## src/scrpc_map.vh

```
`ifndef SCRPC_MAP_VH
`define SCRPC_MAP_VH

// Register byte offsets
`define SCRPC_A_LOOP_CTRL   8'h00
`define SCRPC_A_LOOP_STAT   8'h04
`define SCRPC_A_PDIV        8'h08
`define SCRPC_A_PWR_MODE    8'h0C
`define SCRPC_A_PERIPH_PWR  8'h10
`define SCRPC_A_EXT_FLAG    8'h14
`define SCRPC_A_EXT_MODE    8'h18
`define SCRPC_A_EXT_POL     8'h1C
`define SCRPC_A_EXT_WAKE    8'h20
`define SCRPC_A_REMAP       8'h24
`define SCRPC_A_RST_SRC     8'h28
`define SCRPC_A_EXT_SEL     8'h2C

// Loop control fields
`define SCRPC_LC_EN         0
`define SCRPC_LC_CONN       1
`define SCRPC_LC_MUL_LSB    2
`define SCRPC_LC_MUL_MSB    6
`define SCRPC_LC_PDV_LSB    7
`define SCRPC_LC_PDV_MSB    8

// Loop status fields
`define SCRPC_LS_LOCK       2
`define SCRPC_LS_RANGE      3
`define SCRPC_LS_REF        4

// Power mode fields
`define SCRPC_PM_IDLE       0
`define SCRPC_PM_PDOWN      1

// Pin route enable field base in the pin select register
`define SCRPC_ES_EN_LSB     18

// Peripheral divider codes
`define SCRPC_PD_QUARTER    2'h0
`define SCRPC_PD_FULL       2'h1
`define SCRPC_PD_HALF       2'h2

// Reset values
`define SCRPC_RST_MUL       5'h00
`define SCRPC_RST_PDV       2'h0
`define SCRPC_RST_REMAP     1'h0
`define SCRPC_RESET_VECTOR  32'h0000_0000

// Frequency limits in kHz
`define SCRPC_REF_MIN_KHZ   10000
`define SCRPC_REF_MAX_KHZ   25000
`define SCRPC_CCO_MIN_KHZ   156000
`define SCRPC_CCO_MAX_KHZ   320000

// Timing
`define SCRPC_CLK_MHZ       200
`define SCRPC_LOCK_US       100
`define SCRPC_WAKE_CLKS     4096

`endif

```

## src/scrpc_sync.v

```verilog
`default_nettype none

module scrpc_sync #(
    parameter W = 1
) (
    // Clock and reset
    input  wire         clk,
    input  wire         rst_n,
    // Data
    input  wire [W-1:0] d,
    output wire [W-1:0] q
);

    reg [W-1:0] meta_q;
    reg [W-1:0] sync_q;

    // Two stages; only the second stage is visible outside
    always @(posedge clk or negedge rst_n) begin
        if (!rst_n) begin
            meta_q <= {W{1'b0}};
            sync_q <= {W{1'b0}};
        end else begin
            meta_q <= d;
            sync_q <= meta_q;
        end
    end

    assign q = sync_q;

endmodule

`default_nettype wire

```

## src/scrpc_top.v

```verilog
// Added by the designer: register access over APB and the address map.
`include "scrpc_map.vh"
`default_nettype none

module scrpc_top #(
    parameter        NPERIPH     = 16,
    parameter        REF_KHZ     = 12000,
    parameter [23:0] LOCK_CYCLES = `SCRPC_LOCK_US * `SCRPC_CLK_MHZ,
    parameter [15:0] WAKE_CYCLES = `SCRPC_WAKE_CLKS
) (
    // APB slave
    input  wire                pclk,
    input  wire                presetn,
    input  wire                psel,
    input  wire                penable,
    input  wire                pwrite,
    input  wire [7:0]          paddr,
    input  wire [31:0]         pwdata,
    output wire [31:0]         prdata,
    output wire                pready,
    output wire                pslverr,
    // Reset sources and status
    input  wire                ext_reset_n,
    input  wire                wdt_reset_req,
    input  wire                osc_ok,
    input  wire                init_done,
    input  wire                periph_irq,
    // External interrupt pins
    input  wire [8:0]          ext_pin,
    output wire [3:0]          eint_irq,
    // Reset and boot
    output wire                sys_rst_n,
    output wire [31:0]         reset_vector,
    output wire                vec_in_sram,
    // Clock generation control
    output wire                osc_en,
    output wire                loop_pwr,
    output wire [4:0]          loop_mult,
    output wire [1:0]          loop_post_sel,
    output wire                cpu_src_loop,
    output wire                cpu_core_clock_en,
    output wire                bus_clk_en,
    output wire [NPERIPH-1:0]  periph_clk_en,
    output wire                pin_hold
);

    // Power states
    localparam [2:0] ST_RESET = 3'h0;
    localparam [2:0] ST_RUN   = 3'h1;
    localparam [2:0] ST_IDLE  = 3'h2;
    localparam [2:0] ST_PDOWN = 3'h3;
    localparam [2:0] ST_WAKE  = 3'h4;

    wire [10:0] sync_out;
    wire [8:0]  pin_s;
    wire        rst_pin_n_s;
    wire        osc_s;
    wire        chip_rst;

    reg  [2:0]  state_q;
    reg  [15:0] wake_cnt_q;
    reg         loop_en_q;
    reg         loop_conn_q;
    reg  [4:0]  mult_q;
    reg  [1:0]  pdv_q;
    reg  [23:0] lock_cnt_q;
    reg         lock_q;
    reg         cpu_src_q;
    reg         sw_blank_q;
    reg  [1:0]  pdiv_q;
    reg  [1:0]  pdiv_act_q;
    reg  [1:0]  pcnt_q;
    reg  [NPERIPH-1:0] pconp_q;
    reg  [NPERIPH-1:0] pclk_en_q;
    reg  [3:0]  eflag_q;
    reg  [3:0]  emode_q;
    reg  [3:0]  epol_q;
    reg  [3:0]  ewake_q;
    reg  [26:0] esel_q;
    reg  [3:0]  line_prev_q;
    reg         remap_q;
    reg  [1:0]  rst_src_q;
    reg  [31:0] rdata_q;
    reg         err_q;
    reg  [31:0] rd_d;
    reg         err_d;
    reg  [3:0]  line_raw;
    reg  [31:0] cco_khz;
    integer     i;

    wire setup_ph = psel & ~penable;
    wire wr_acc   = psel & penable & pwrite;
    wire wr_lc    = wr_acc & (paddr == `SCRPC_A_LOOP_CTRL);
    wire wr_pm    = wr_acc & (paddr == `SCRPC_A_PWR_MODE);
    wire wr_flag  = wr_acc & (paddr == `SCRPC_A_EXT_FLAG);
    wire wr_rsrc  = wr_acc & (paddr == `SCRPC_A_RST_SRC);

    // Pins and analog status pass two flops before any use
    scrpc_sync #(
        .W (11)
    ) u_sync (
        .clk   (pclk),
        .rst_n (presetn),
        .d     ({osc_ok, ext_reset_n, ext_pin}),
        .q     (sync_out)
    );

    assign pin_s       = sync_out[8:0];
    assign rst_pin_n_s = sync_out[9];
    assign osc_s       = sync_out[10];

    assign chip_rst = ~rst_pin_n_s | wdt_reset_req;

    // Loop oscillator frequency for the programmed setting
    always @* begin
        cco_khz = REF_KHZ * ({27'h0, mult_q} + 32'h1) * (32'h2 << pdv_q);
    end

    wire ref_ok   = (REF_KHZ >= `SCRPC_REF_MIN_KHZ) && (REF_KHZ <= `SCRPC_REF_MAX_KHZ);
    wire range_ok = (cco_khz >= `SCRPC_CCO_MIN_KHZ) && (cco_khz <= `SCRPC_CCO_MAX_KHZ);

    // Power state and wake timer
    wire eint_wake = |(eflag_q & ewake_q);
    wire wake_done = osc_s && (wake_cnt_q == WAKE_CYCLES - 16'h1);
    always @(posedge pclk or negedge presetn) begin
        if (!presetn) begin
            state_q    <= ST_RESET;
            wake_cnt_q <= 16'h0;
        end else if (chip_rst) begin
            // any source restarts the wake timer
            state_q    <= ST_RESET;
            wake_cnt_q <= 16'h0;
        end else begin
            case (state_q)
                ST_RESET, ST_WAKE: begin
                    // Count only once the oscillator is seen running
                    if (!osc_s) begin
                        wake_cnt_q <= 16'h0;
                    end else if (!wake_done) begin
                        wake_cnt_q <= wake_cnt_q + 16'h1;
                    end else if (state_q == ST_WAKE || init_done) begin
                        state_q <= ST_RUN;
                    end
                end
                ST_RUN: begin
                    if (wr_pm && pwdata[`SCRPC_PM_PDOWN]) begin
                        state_q <= ST_PDOWN;
                    end else if (wr_pm && pwdata[`SCRPC_PM_IDLE]) begin
                        state_q <= ST_IDLE;
                    end
                end
                ST_IDLE: begin
                    if (periph_irq || (|eflag_q)) begin
                        state_q <= ST_RUN;
                    end
                end
                ST_PDOWN: begin
                    // only enabled clockless wake sources end it
                    if (eint_wake) begin
                        state_q    <= ST_WAKE;
                        wake_cnt_q <= 16'h0;
                    end
                end
                default: begin
                    state_q <= ST_RESET;
                end
            endcase
        end
    end

    // reset held until state leaves reset; vector fixed at zero
    assign sys_rst_n    = (state_q != ST_RESET);
    assign reset_vector = `SCRPC_RESET_VECTOR;
    // wake restarts oscillator then waits in the timer
    assign osc_en       = (state_q != ST_PDOWN);
    // outputs frozen while asleep; register state untouched
    assign pin_hold     = (state_q == ST_PDOWN);

    // Loop control; chip reset returns everything to defaults
    always @(posedge pclk or negedge presetn) begin
        if (!presetn) begin
            loop_en_q   <= 1'b0;
            loop_conn_q <= 1'b0;
            mult_q      <= `SCRPC_RST_MUL;
            pdv_q       <= `SCRPC_RST_PDV;
        end else if (chip_rst) begin
            // loop off and bypassed after reset
            loop_en_q   <= 1'b0;
            loop_conn_q <= 1'b0;
            mult_q      <= `SCRPC_RST_MUL;
            pdv_q       <= `SCRPC_RST_PDV;
        end else if (wr_lc) begin
            // full 1..32 range accepted, stored minus one
            loop_en_q   <= pwdata[`SCRPC_LC_EN];
            loop_conn_q <= pwdata[`SCRPC_LC_CONN];
            mult_q      <= pwdata[`SCRPC_LC_MUL_MSB:`SCRPC_LC_MUL_LSB];
            // post divider code, divide by 2 << code
            pdv_q       <= pwdata[`SCRPC_LC_PDV_MSB:`SCRPC_LC_PDV_LSB];
        end
    end

    // loop keeps power in idle, drops in power-down and in reset
    assign loop_pwr      = loop_en_q && (state_q != ST_PDOWN) && (state_q != ST_RESET);
    assign loop_mult     = mult_q;
    assign loop_post_sel = pdv_q;

    // Lock timer; a new setting or power loss restarts it
    always @(posedge pclk or negedge presetn) begin
        if (!presetn) begin
            lock_cnt_q <= 24'h0;
            lock_q     <= 1'b0;
        end else if (!loop_pwr || !range_ok || !ref_ok || wr_lc) begin
            lock_cnt_q <= 24'h0;
            lock_q     <= 1'b0;
        // lock reported after the settling time
        end else if (lock_cnt_q == LOCK_CYCLES - 24'h1) begin
            lock_q     <= 1'b1;
        end else begin
            lock_cnt_q <= lock_cnt_q + 24'h1;
        end
    end

    // Core clock source: one blank cycle around each swap avoids runt pulses
    // loop output used only once enabled, locked and connected
    wire src_want = loop_pwr & lock_q & loop_conn_q;
    always @(posedge pclk or negedge presetn) begin
        if (!presetn) begin
            cpu_src_q  <= 1'b0;
            sw_blank_q <= 1'b0;
        end else if (src_want != cpu_src_q) begin
            if (!sw_blank_q) begin
                sw_blank_q <= 1'b1;
            end else begin
                cpu_src_q  <= src_want;
                sw_blank_q <= 1'b0;
            end
        end else begin
            sw_blank_q <= 1'b0;
        end
    end

    assign cpu_src_loop = cpu_src_q;
    // core and bus clocks stop in idle
    assign cpu_core_clock_en = (state_q == ST_RUN) & ~sw_blank_q;
    assign bus_clk_en        = (state_q == ST_RUN) & ~sw_blank_q;

    // Peripheral divider; new ratio applied only at a period boundary
    wire periph_live = ((state_q == ST_RUN) || (state_q == ST_IDLE)) & ~sw_blank_q;
    wire [1:0] pterm = (pdiv_act_q == `SCRPC_PD_FULL) ? 2'h0 :
                       (pdiv_act_q == `SCRPC_PD_HALF) ? 2'h1 : 2'h3;
    always @(posedge pclk or negedge presetn) begin
        if (!presetn) begin
            pcnt_q     <= 2'h0;
            pdiv_act_q <= `SCRPC_PD_QUARTER;
            pclk_en_q  <= {NPERIPH{1'b0}};
        end else begin
            if (periph_live && pcnt_q >= pterm) begin
                pcnt_q     <= 2'h0;
                // ratio change lands on a whole period
                pdiv_act_q <= pdiv_q;
            end else if (periph_live) begin
                pcnt_q     <= pcnt_q + 2'h1;
            end
            pclk_en_q <= (periph_live && pcnt_q >= pterm) ? pconp_q : {NPERIPH{1'b0}};
        end
    end

    assign periph_clk_en = pclk_en_q;

    // External lines: route enabled pins, apply polarity
    // nine pins merged into four lines
    always @* begin
        line_raw = 4'h0;
        for (i = 0; i < 9; i = i + 1) begin
            if (esel_q[`SCRPC_ES_EN_LSB + i]) begin
                line_raw[esel_q[2*i +: 2]] = line_raw[esel_q[2*i +: 2]]
                    | (pin_s[i] ~^ epol_q[esel_q[2*i +: 2]]);
            end
        end
    end

    // Sticky flags; set wins over a write-one clear
    wire [3:0] eset = (emode_q & line_raw & ~line_prev_q) | (~emode_q & line_raw);
    always @(posedge pclk or negedge presetn) begin
        if (!presetn) begin
            eflag_q     <= 4'h0;
            line_prev_q <= 4'h0;
        end else begin
            line_prev_q <= line_raw;
            eflag_q     <= (eflag_q & ~(wr_flag ? pwdata[3:0] : 4'h0)) | eset;
        end
    end

    assign eint_irq = eflag_q;

    // Reset cause, cleared by write-one, only presetn wipes it
    always @(posedge pclk or negedge presetn) begin
        if (!presetn) begin
            rst_src_q <= 2'h0;
        end else begin
            rst_src_q <= (rst_src_q & ~(wr_rsrc ? pwdata[1:0] : 2'h0))
                       | {wdt_reset_req, ~rst_pin_n_s};
        end
    end

    // Plain configuration registers
    always @(posedge pclk or negedge presetn) begin
        if (!presetn) begin
            pdiv_q  <= `SCRPC_PD_QUARTER;
            pconp_q <= {NPERIPH{1'b1}};
            emode_q <= 4'h0;
            epol_q  <= 4'h0;
            ewake_q <= 4'h0;
            esel_q  <= 27'h0;
            remap_q <= `SCRPC_RST_REMAP;
        end else if (chip_rst) begin
            pdiv_q  <= `SCRPC_PD_QUARTER;
            pconp_q <= {NPERIPH{1'b1}};
            emode_q <= 4'h0;
            epol_q  <= 4'h0;
            ewake_q <= 4'h0;
            esel_q  <= 27'h0;
            remap_q <= `SCRPC_RST_REMAP;
        end else if (wr_acc) begin
            case (paddr)
                `SCRPC_A_PDIV:       pdiv_q  <= pwdata[1:0];
                `SCRPC_A_PERIPH_PWR: pconp_q <= pwdata[NPERIPH-1:0];
                `SCRPC_A_EXT_MODE:   emode_q <= pwdata[3:0];
                `SCRPC_A_EXT_POL:    epol_q  <= pwdata[3:0];
                `SCRPC_A_EXT_WAKE:   ewake_q <= pwdata[3:0];
                `SCRPC_A_EXT_SEL:    esel_q  <= pwdata[26:0];
                `SCRPC_A_REMAP:      remap_q <= pwdata[0];
                default: begin
                end
            endcase
        end
    end

    assign vec_in_sram = remap_q;

    // Read mux and unmapped-address decode
    always @* begin
        rd_d  = 32'h0;
        err_d = 1'b0;
        case (paddr)
            `SCRPC_A_LOOP_CTRL: rd_d = {23'h0, pdv_q, mult_q, loop_conn_q, loop_en_q};
            `SCRPC_A_LOOP_STAT: rd_d = {27'h0, ref_ok, range_ok, lock_q, cpu_src_q, loop_pwr};
            `SCRPC_A_PDIV:       rd_d = {30'h0, pdiv_q};
            `SCRPC_A_PWR_MODE:   rd_d = 32'h0;
            `SCRPC_A_PERIPH_PWR: rd_d = {{(32-NPERIPH){1'b0}}, pconp_q};
            `SCRPC_A_EXT_FLAG:   rd_d = {28'h0, eflag_q};
            `SCRPC_A_EXT_MODE:   rd_d = {28'h0, emode_q};
            `SCRPC_A_EXT_POL:    rd_d = {28'h0, epol_q};
            `SCRPC_A_EXT_WAKE:   rd_d = {28'h0, ewake_q};
            `SCRPC_A_REMAP:      rd_d = {31'h0, remap_q};
            `SCRPC_A_RST_SRC:    rd_d = {30'h0, rst_src_q};
            `SCRPC_A_EXT_SEL:    rd_d = {5'h0, esel_q};
            default:             err_d = 1'b1;
        endcase
    end

    // Read data and error captured in setup; access completes at once
    always @(posedge pclk or negedge presetn) begin
        if (!presetn) begin
            rdata_q <= 32'h0;
            err_q   <= 1'b0;
        end else if (setup_ph) begin
            rdata_q <= pwrite ? 32'h0 : rd_d;
            err_q   <= err_d;
        end
    end

    assign prdata  = rdata_q;
    assign pready  = 1'b1;
    assign pslverr = psel & penable & err_q;

endmodule

`default_nettype wire

```

## config.mk

```make
export PLATFORM = sky130hd
export DESIGN_NAME = scrpc_top
export DESIGN_NICKNAME = d
export VERILOG_FILES = /design/src/scrpc_sync.v /design/src/scrpc_top.v
export VERILOG_INCLUDE_DIRS = /design/src /design/src/src
export SDC_FILE = /design/constraint.sdc
export NUM_CORES = 1
export LEC_CHECK = 0
export BUFFER_PORTS_ARGS = -buffer_cell sky130_fd_sc_hd__buf_4
export CAP_MARGIN = 15
export CORE_UTILIZATION = 45
export DETAILED_ROUTE_END_ITERATION = 12
export HOLD_SLACK_MARGIN = 0.05
export MAX_ROUTING_LAYER = met4
export PLACE_DENSITY = 0.67
export REMOVE_ABC_BUFFERS = 1
export SETUP_SLACK_MARGIN = 0.3
export SYNTH_ARGS = -nofsm -noshare
export SYNTH_HDL_FRONTEND = slang
export SYNTH_SLANG_ARGS = --single-unit
```

## constraint.sdc

```tcl
create_clock -name pclk -period 8.51 [get_ports pclk]
set_input_delay 1.702 -clock pclk [delete_from_list [all_inputs] [get_ports pclk]]
set_output_delay 1.702 -clock pclk [all_outputs]
set_load 0.05 [all_outputs]
```

==> results of run 1 <==
==> power groups by stage <==
stage	registers (µW)	clock network [µW]	logic (µW)
2_1_floorplan	1010	0	93.8
3_3_place_gp	971	0	225
3_5_place_dp	972	0	227
4_1_cts	954	854	229
5_1_grt	955	893	244
6_report	954	841	228
==> cell families after synthesis <==
group | Yosys count | synth area share [%]
muxes | 29 | 2.80
xor gates and xnor gates | 84 | 5.29
buffers and inverters | 213 | 7.26
AOI/OAI and AO/OA | 265 | 12.8
and+or+nand+nor | 581 | 20.2
DFF | 193 | 34.9
other | 2 | 0.0540
adders and majority gates | 162 | 16.6
==> layer usage <==
| metal | vias up | share of wire (%) | GRT usage (%) |
|---|---|---|---|
| met5 | - | 0 | - |
| li1 | 5436 | - | - |
| met3 | 65 | 5.2 | 4.11 |
| met4 | 0 | 2.7 | 8.58 |
| met2 | 339 | 50 | 41.7 |
| met1 | 5660 | 42 | 30.0 |
==> sequential cells by signal, summed over array words and instances, names as in the netlist, 3 cells and up <==
| name | cells |
|---|---|
| eint_irq | 4 |
| emode_q | 4 |
| epol_q | 4 |
| esel_q | 27 |
| ewake_q | 4 |
| line_prev_q | 4 |
| lock_cnt_q | 24 |
| loop_mult | 5 |
| pconp_q | 16 |
| periph_clk_en | 16 |
| prdata | 27 |
| state_q | 3 |
| u_sync.meta_q | 11 |
| u_sync.q | 11 |
| wake_cnt_q | 16 |
==> worst paths after layout <==
check                                           startpoint                         to  slack, ps
min in group asynchronous                          presetn  wake_cnt_q[9]$_DFFE_PN0P_       1250
worst min register to register  u_sync.meta_q[6]$_DFF_PN0_      u_sync.q[6]$_DFF_PN0_        350
max in group asynchronous                          presetn   loop_mult[2]$_DFFE_PN0P_       5920
worst max register to register    loop_mult[0]$_DFFE_PN0P_  lock_cnt_q[5]$_DFFE_PN0P_        370
worst max-delay path              loop_mult[0]$_DFFE_PN0P_  lock_cnt_q[5]$_DFFE_PN0P_        370
worst min-delay path            u_sync.meta_q[6]$_DFF_PN0_      u_sync.q[6]$_DFF_PN0_        350
==> final cells by class <==
| type | count | share of cell area, % |
|---|---|---|
| multi-input combinational | 1159 | 52.6 |
| sequential | 193 | 29.4 |
| timing repair buffer | 181 | 8.90 |
| tap | 390 | 2.96 |
| clock buffer | 18 | 2.60 |
| inverter | 106 | 2.43 |
| clock inverter | 14 | 1.08 |
==> per-stage QoR <==
step | utilization (%) | std cells | setup TNS (ps)
floorplan | - | 1458 | -22180
global placement | 50.3 | 2000 | 0
detailed placement | 50.3 | 2000 | -2920
CTS | 53.6 | 2050 | 0
global route | 55.0 | 2061 | -9.77
finish | 55.0 | 2061 | 0
==> cells in the mapped netlist, drive strengths merged (19+ instances only) <==
master / number / share of area (%)
a21oi: 79 / 2.8
a22oi: 19 / 1.0
and2: 27 / 1.2
buf: 54 / 2.9
clkbuf: 53 / 1.5
dfrtp: 177 / 32
fa: 38 / 5.5
ha: 124 / 11
inv: 106 / 2.9
nand2: 200 / 5.4
nand3: 65 / 2.3
nor2: 143 / 3.9
o21ai: 53 / 1.9
xnor2: 49 / 3.1
xor2: 35 / 2.2
==> repair_timing <==
action | in CTS | in global routing
cloned | 2 | 1
setup endpoints to repair | 26 | 26
hold buffers | 0 | 0
buffers inserted | 16 | 8
gates resized for setup | 48 | 62
pin swaps | 34 | 43
==> impl_metrics.toml, run 1 <==
[status]
outcome = "completed"

[layout]
drive_above_1_share_pct = 20.6
final_cell_mix = "198 x nand2_1, 176 x dfrtp_1, 168 x buf_4"
ff_latch_area_um2 = 4850
antenna_cells = 0
fillers = 2677
final_common_cell = "nand2_1"
syn_to_final_growth_pct = 18.7
multi_input_area_um2 = 8690
final_nets = 1879
stdcell_area_um2 = 16500

[synthesis]
synthFlopType = "dfrtp_1"
yosys_register_bits = 193
seq_area_frac_synth_pct = 34.9
synth_area_um2 = 13900
synth-edff-count = 0
ys_warn_count = 0
synthArstFlopShare_pct = 100
synth_cells = 1529
synth_cell_types = 88
postSynthAreaPerCell_um2 = 9.09

[floorplanning]
rows = 63
initial_utilization_pct = 46.3
ios = 160
die_w_um = 178
die_h_um = 178
core_area_um2 = 30000
die_area_um2 = 31600

[grt]
grt_pass1_vias = 11500
grt_overflow = 0
grt_pass1_wl_um = 59100
grt_max_degree = 75
antenna_found_initial = 0
track_usage_pct = 24.8

[placed_design]
portBuffers = 116
place_congestion = 0.896
dpl.hpwl_um = 26600
place_area_um2 = 15100
place_ws_ps = -146

[setup_path]
cp_slowest_cell = "fa_1"
worst-path-stages = 36
crit_path_max_fanout = 6
crit_path_frequent_cell = "fa_1"
worst_r2r_path_depth = 36
crit_family = "adder cells"
critPathKind = "flip-flop to flip-flop"
path_buf_inv = 9
critical_path.endpoint_type = "flip-flop"
arrival_ps = 8520
max_stage_delay_ps = 530
cp-start-kind = "flip-flop"
cp.required_ps = 8890

[routing]
wl_per_cell_um = 17.9
initialDrtViolationCount = 774
vias = 11500
first_pass_iters = 6
drc = 0
drt_wl_total_um = 36900
ant_nets = 0
vias_per_cell = 5.58

[timing]
rsz0062_at_grt = "true"
setup_viol = 0
whs_ps = 351
skew_ps = 8.22
maxSlewHeadroom_pct = 16.1
drv_slew = 0
timing.final.crit_period_ps = 8140
hold_violations = 0
tightest_slew_ps = 1250
timing.fmax_mhz = 123
finalCritPeriodShare_pct = 95.7
setup_ws_ps = 368

[pwr]
ir_drop_mv = 0.120
p_sw_share_pct = 27.3
combPwrFrac_pct = 11.3
clkPwrFrac_pct = 41.6
power_switching_uw = 552
p_leak_uw = 0.00778
pwr-share-seq_pct = 47.2
power_density_nw_per_um2 = 123
p_int_uw = 1470
finalPower_uw = 2020

[clock_network]
insertion_delay_ps = 450
clk_pin_slew_ps = 70
cts_buffers = 17
clock-root-buffer = "clkbuf_16"
htreeDepth = 4
cts_tree = "done"
clock_sinks = 193
clockBufferDepth = 2

[hold_path]
min_path_cells = 0
worstHoldPathType = "flip-flop to flip-flop"

[job]
cap_violations = 0
Note: power is estimated with default switching activity, not from simulation.
==> run 2: changes to the inputs <==
--- a/config.mk
+++ b/config.mk
@@ -6,13 +6,14 @@
 export SDC_FILE = /design/constraint.sdc
 export NUM_CORES = 1
 export LEC_CHECK = 0
+export ABC_CLOCK_PERIOD_IN_PS = 8510
 export BUFFER_PORTS_ARGS = -buffer_cell sky130_fd_sc_hd__buf_4
 export CAP_MARGIN = 15
-export CORE_UTILIZATION = 45
+export CORE_UTILIZATION = 54
 export DETAILED_ROUTE_END_ITERATION = 12
 export HOLD_SLACK_MARGIN = 0.05
 export MAX_ROUTING_LAYER = met4
-export PLACE_DENSITY = 0.67
+export PLACE_DENSITY = 0.78
 export REMOVE_ABC_BUFFERS = 1
 export SETUP_SLACK_MARGIN = 0.3
 export SYNTH_ARGS = -nofsm -noshare
==> run 2 against run 1 <==
  * Fmax increased by 0.68%
  * Worst hold slack barely moved
  * Critical path type unchanged
  * Flip-flop and latch count unchanged
  * Cell area fell by 2.5%
  * Die area is 16% lower
  * Largest power group unchanged
  * Critical endpoint unchanged
  * Global-route usage increased by 3.4 points
  * Utilization is 8.8 points higher
  * Clock skew up 4.1 ps
  * Sequential power barely moved
  * Cell count fell by 3.7%
  * Combinational power decreased by 2%
  * Critical path depth decreased by 1
==> impl_metrics.toml, run 2 (synthesis gave the netlist of run 1 again) <==
[clock_network]
clk_pin_slew_ps = 70
hold_buffers = 0
clock_sinks = 193
clockBufferDepth = 2
htreeDepth = 4
clock-root-buffer = "clkbuf_16"
cts_tree = "done"
cts_buffers = 17
insertion_delay_ps = 440

[floorplanning]
initial_utilization_pct = 55.1
core_area_um2 = 25300
die_area_um2 = 26400
rows = 58
die_w_um = 162
die_h_um = 162
ios = 160

[layout]
final_common_cell = "nand2_1"
drive_above_1_share_pct = 19.2
antenna_cells = 0
final_core_util_pct = 63.7
stdcell_count = 1984
syn_to_final_growth_pct = 15.7
final_cell_mix = "198 x nand2_1, 175 x dfrtp_1, 154 x buf_4"
final_nets = 1862

[pwr]
power_switching_uw = 561
clkPwrFrac_pct = 41.0
finalPower_uw = 2000
combPwrFrac_pct = 11.2
p_int_uw = 1440
pwr-share-seq_pct = 47.7
ir_drop_mv = 0.106
power_density_nw_per_um2 = 124
p_leak_uw = 0.00766
p_sw_share_pct = 28.1

[grt]
grt_overflow = 0
grt_max_degree = 118
grt_pass1_vias = 11400
antenna_found_initial = 0
track_usage_pct = 28.2
grt_pass1_wl_um = 56900

[setup_path]
critPathKind = "flip-flop to flip-flop"
crit_path_frequent_cell = "fa_1"
cp.required_ps = 8880
max_stage_delay_ps = 550
arrival_ps = 8450
critical_path.endpoint_type = "flip-flop"
cp-start-kind = "flip-flop"
cp_slowest_cell = "fa_1"
crit_path_max_fanout = 7

[routing]
vias = 11500
vias_per_cell = 5.82
drc = 0
wl_per_cell_um = 17.7
first_pass_iters = 6
initialDrtViolationCount = 740
ant_nets = 0
drt_wl_total_um = 35200

[timing]
setup_viol = 0
tightest_slew_ps = 1140
finalCritPeriodShare_pct = 95.0
timing.final.crit_period_ps = 8090
drv_slew = 0
setup_ws_ps = 423
hold_violations = 0
skew_ps = 12.3
whs_ps = 351
maxSlewHeadroom_pct = 23.6
rsz0062_at_grt = "true"
timing.fmax_mhz = 124

[status]
outcome = "completed"

[placed_design]
dpl.cell_count = 1938
portBuffers = 116
dpl.hpwl_um = 25200
place_ws_ps = -113
place_congestion = 0.948

[job]
cap_violations = 0

[hold_path]
worstHoldPathType = "flip-flop to flip-flop"
## run 2: worst max-delay path, delay by kind of cell (launching register included)
kind            cells  cell delay, ps
compound gates      8            1240
xor+xnor            2             410
fa+ha+maj          12            4270
buf+inv             6             480
flops               1             400
simple gates        7            1240
## run 2: metal layers
metal  vias to the layer above  global-route usage, %  routed length [µm]  share of wire [%]
met1                      5606                   34.2               14100                 40
li1                       5424                      -                   -                  -
met5                         -                      -                   0                  0
met2                       424                   46.8               17600                 50
met3                        90                   4.86                2360                6.7
met4                         0                   10.8                1140                3.2
## run 2: area by class of cell
type / count / area, µm²
clock buffer: 20 / 457
clock inverter: 12 / 141
fill: 2084 / 9160
inverter: 106 / 400
multi-input combinational: 1159 / 8560
sequential: 193 / 4850
tap: 330 / 413
timing repair buffer: 164 / 1270
## run 2: timing repair
item	4_1_cts	5_1_grt
pin swaps	37	23
setup endpoints to repair	26	26
gates cloned	2	0
gates resized for setup	41	49
buffers inserted	6	6
## run 2: path summary, 6_finish.rpt
check | start | to | slack [ps] | cells past startpoint
max | loop_mult[0]$_DFFE_PN0P_ | lock_cnt_q[5]$_DFFE_PN0P_ | 420 | 35
min | u_sync.meta_q[9]$_DFF_PN0_ | u_sync.q[9]$_DFF_PN0_ | 350 | 0
max reg2reg | loop_mult[0]$_DFFE_PN0P_ | lock_cnt_q[5]$_DFFE_PN0P_ | 420 | 35
min reg2reg | u_sync.meta_q[9]$_DFF_PN0_ | u_sync.q[9]$_DFF_PN0_ | 350 | 0
max in group asynchronous | presetn | loop_mult[2]$_DFFE_PN0P_ | 5540 | 2
min in group asynchronous | presetn | lock_cnt_q[22]$_DFFE_PN0P_ | 1390 | 1
## run 2: power groups by stage
stage          combinational (µW)  sequential [µW]  clock, µW
6_report                      224              953        819
5_1_grt                       241              955        867
3_3_place_gp                  222              971          0
2_1_floorplan                93.8             1010          0
4_1_cts                       225              953        832
3_5_place_dp                  225              971          0
## run 2: through the flow
| step | setup TNS (ps) | cell area [µm²] |
|---|---|---|
| 6_report | 0 | 16100 |
| 5_1_grt | 0 | 16100 |
| 4_1_cts | 0 | 15800 |
| 3_5_place_dp | -1880 | 15000 |
| 3_3_place_gp | 0 | 15000 |
| 2_1_floorplan | -22180 | 13400 |
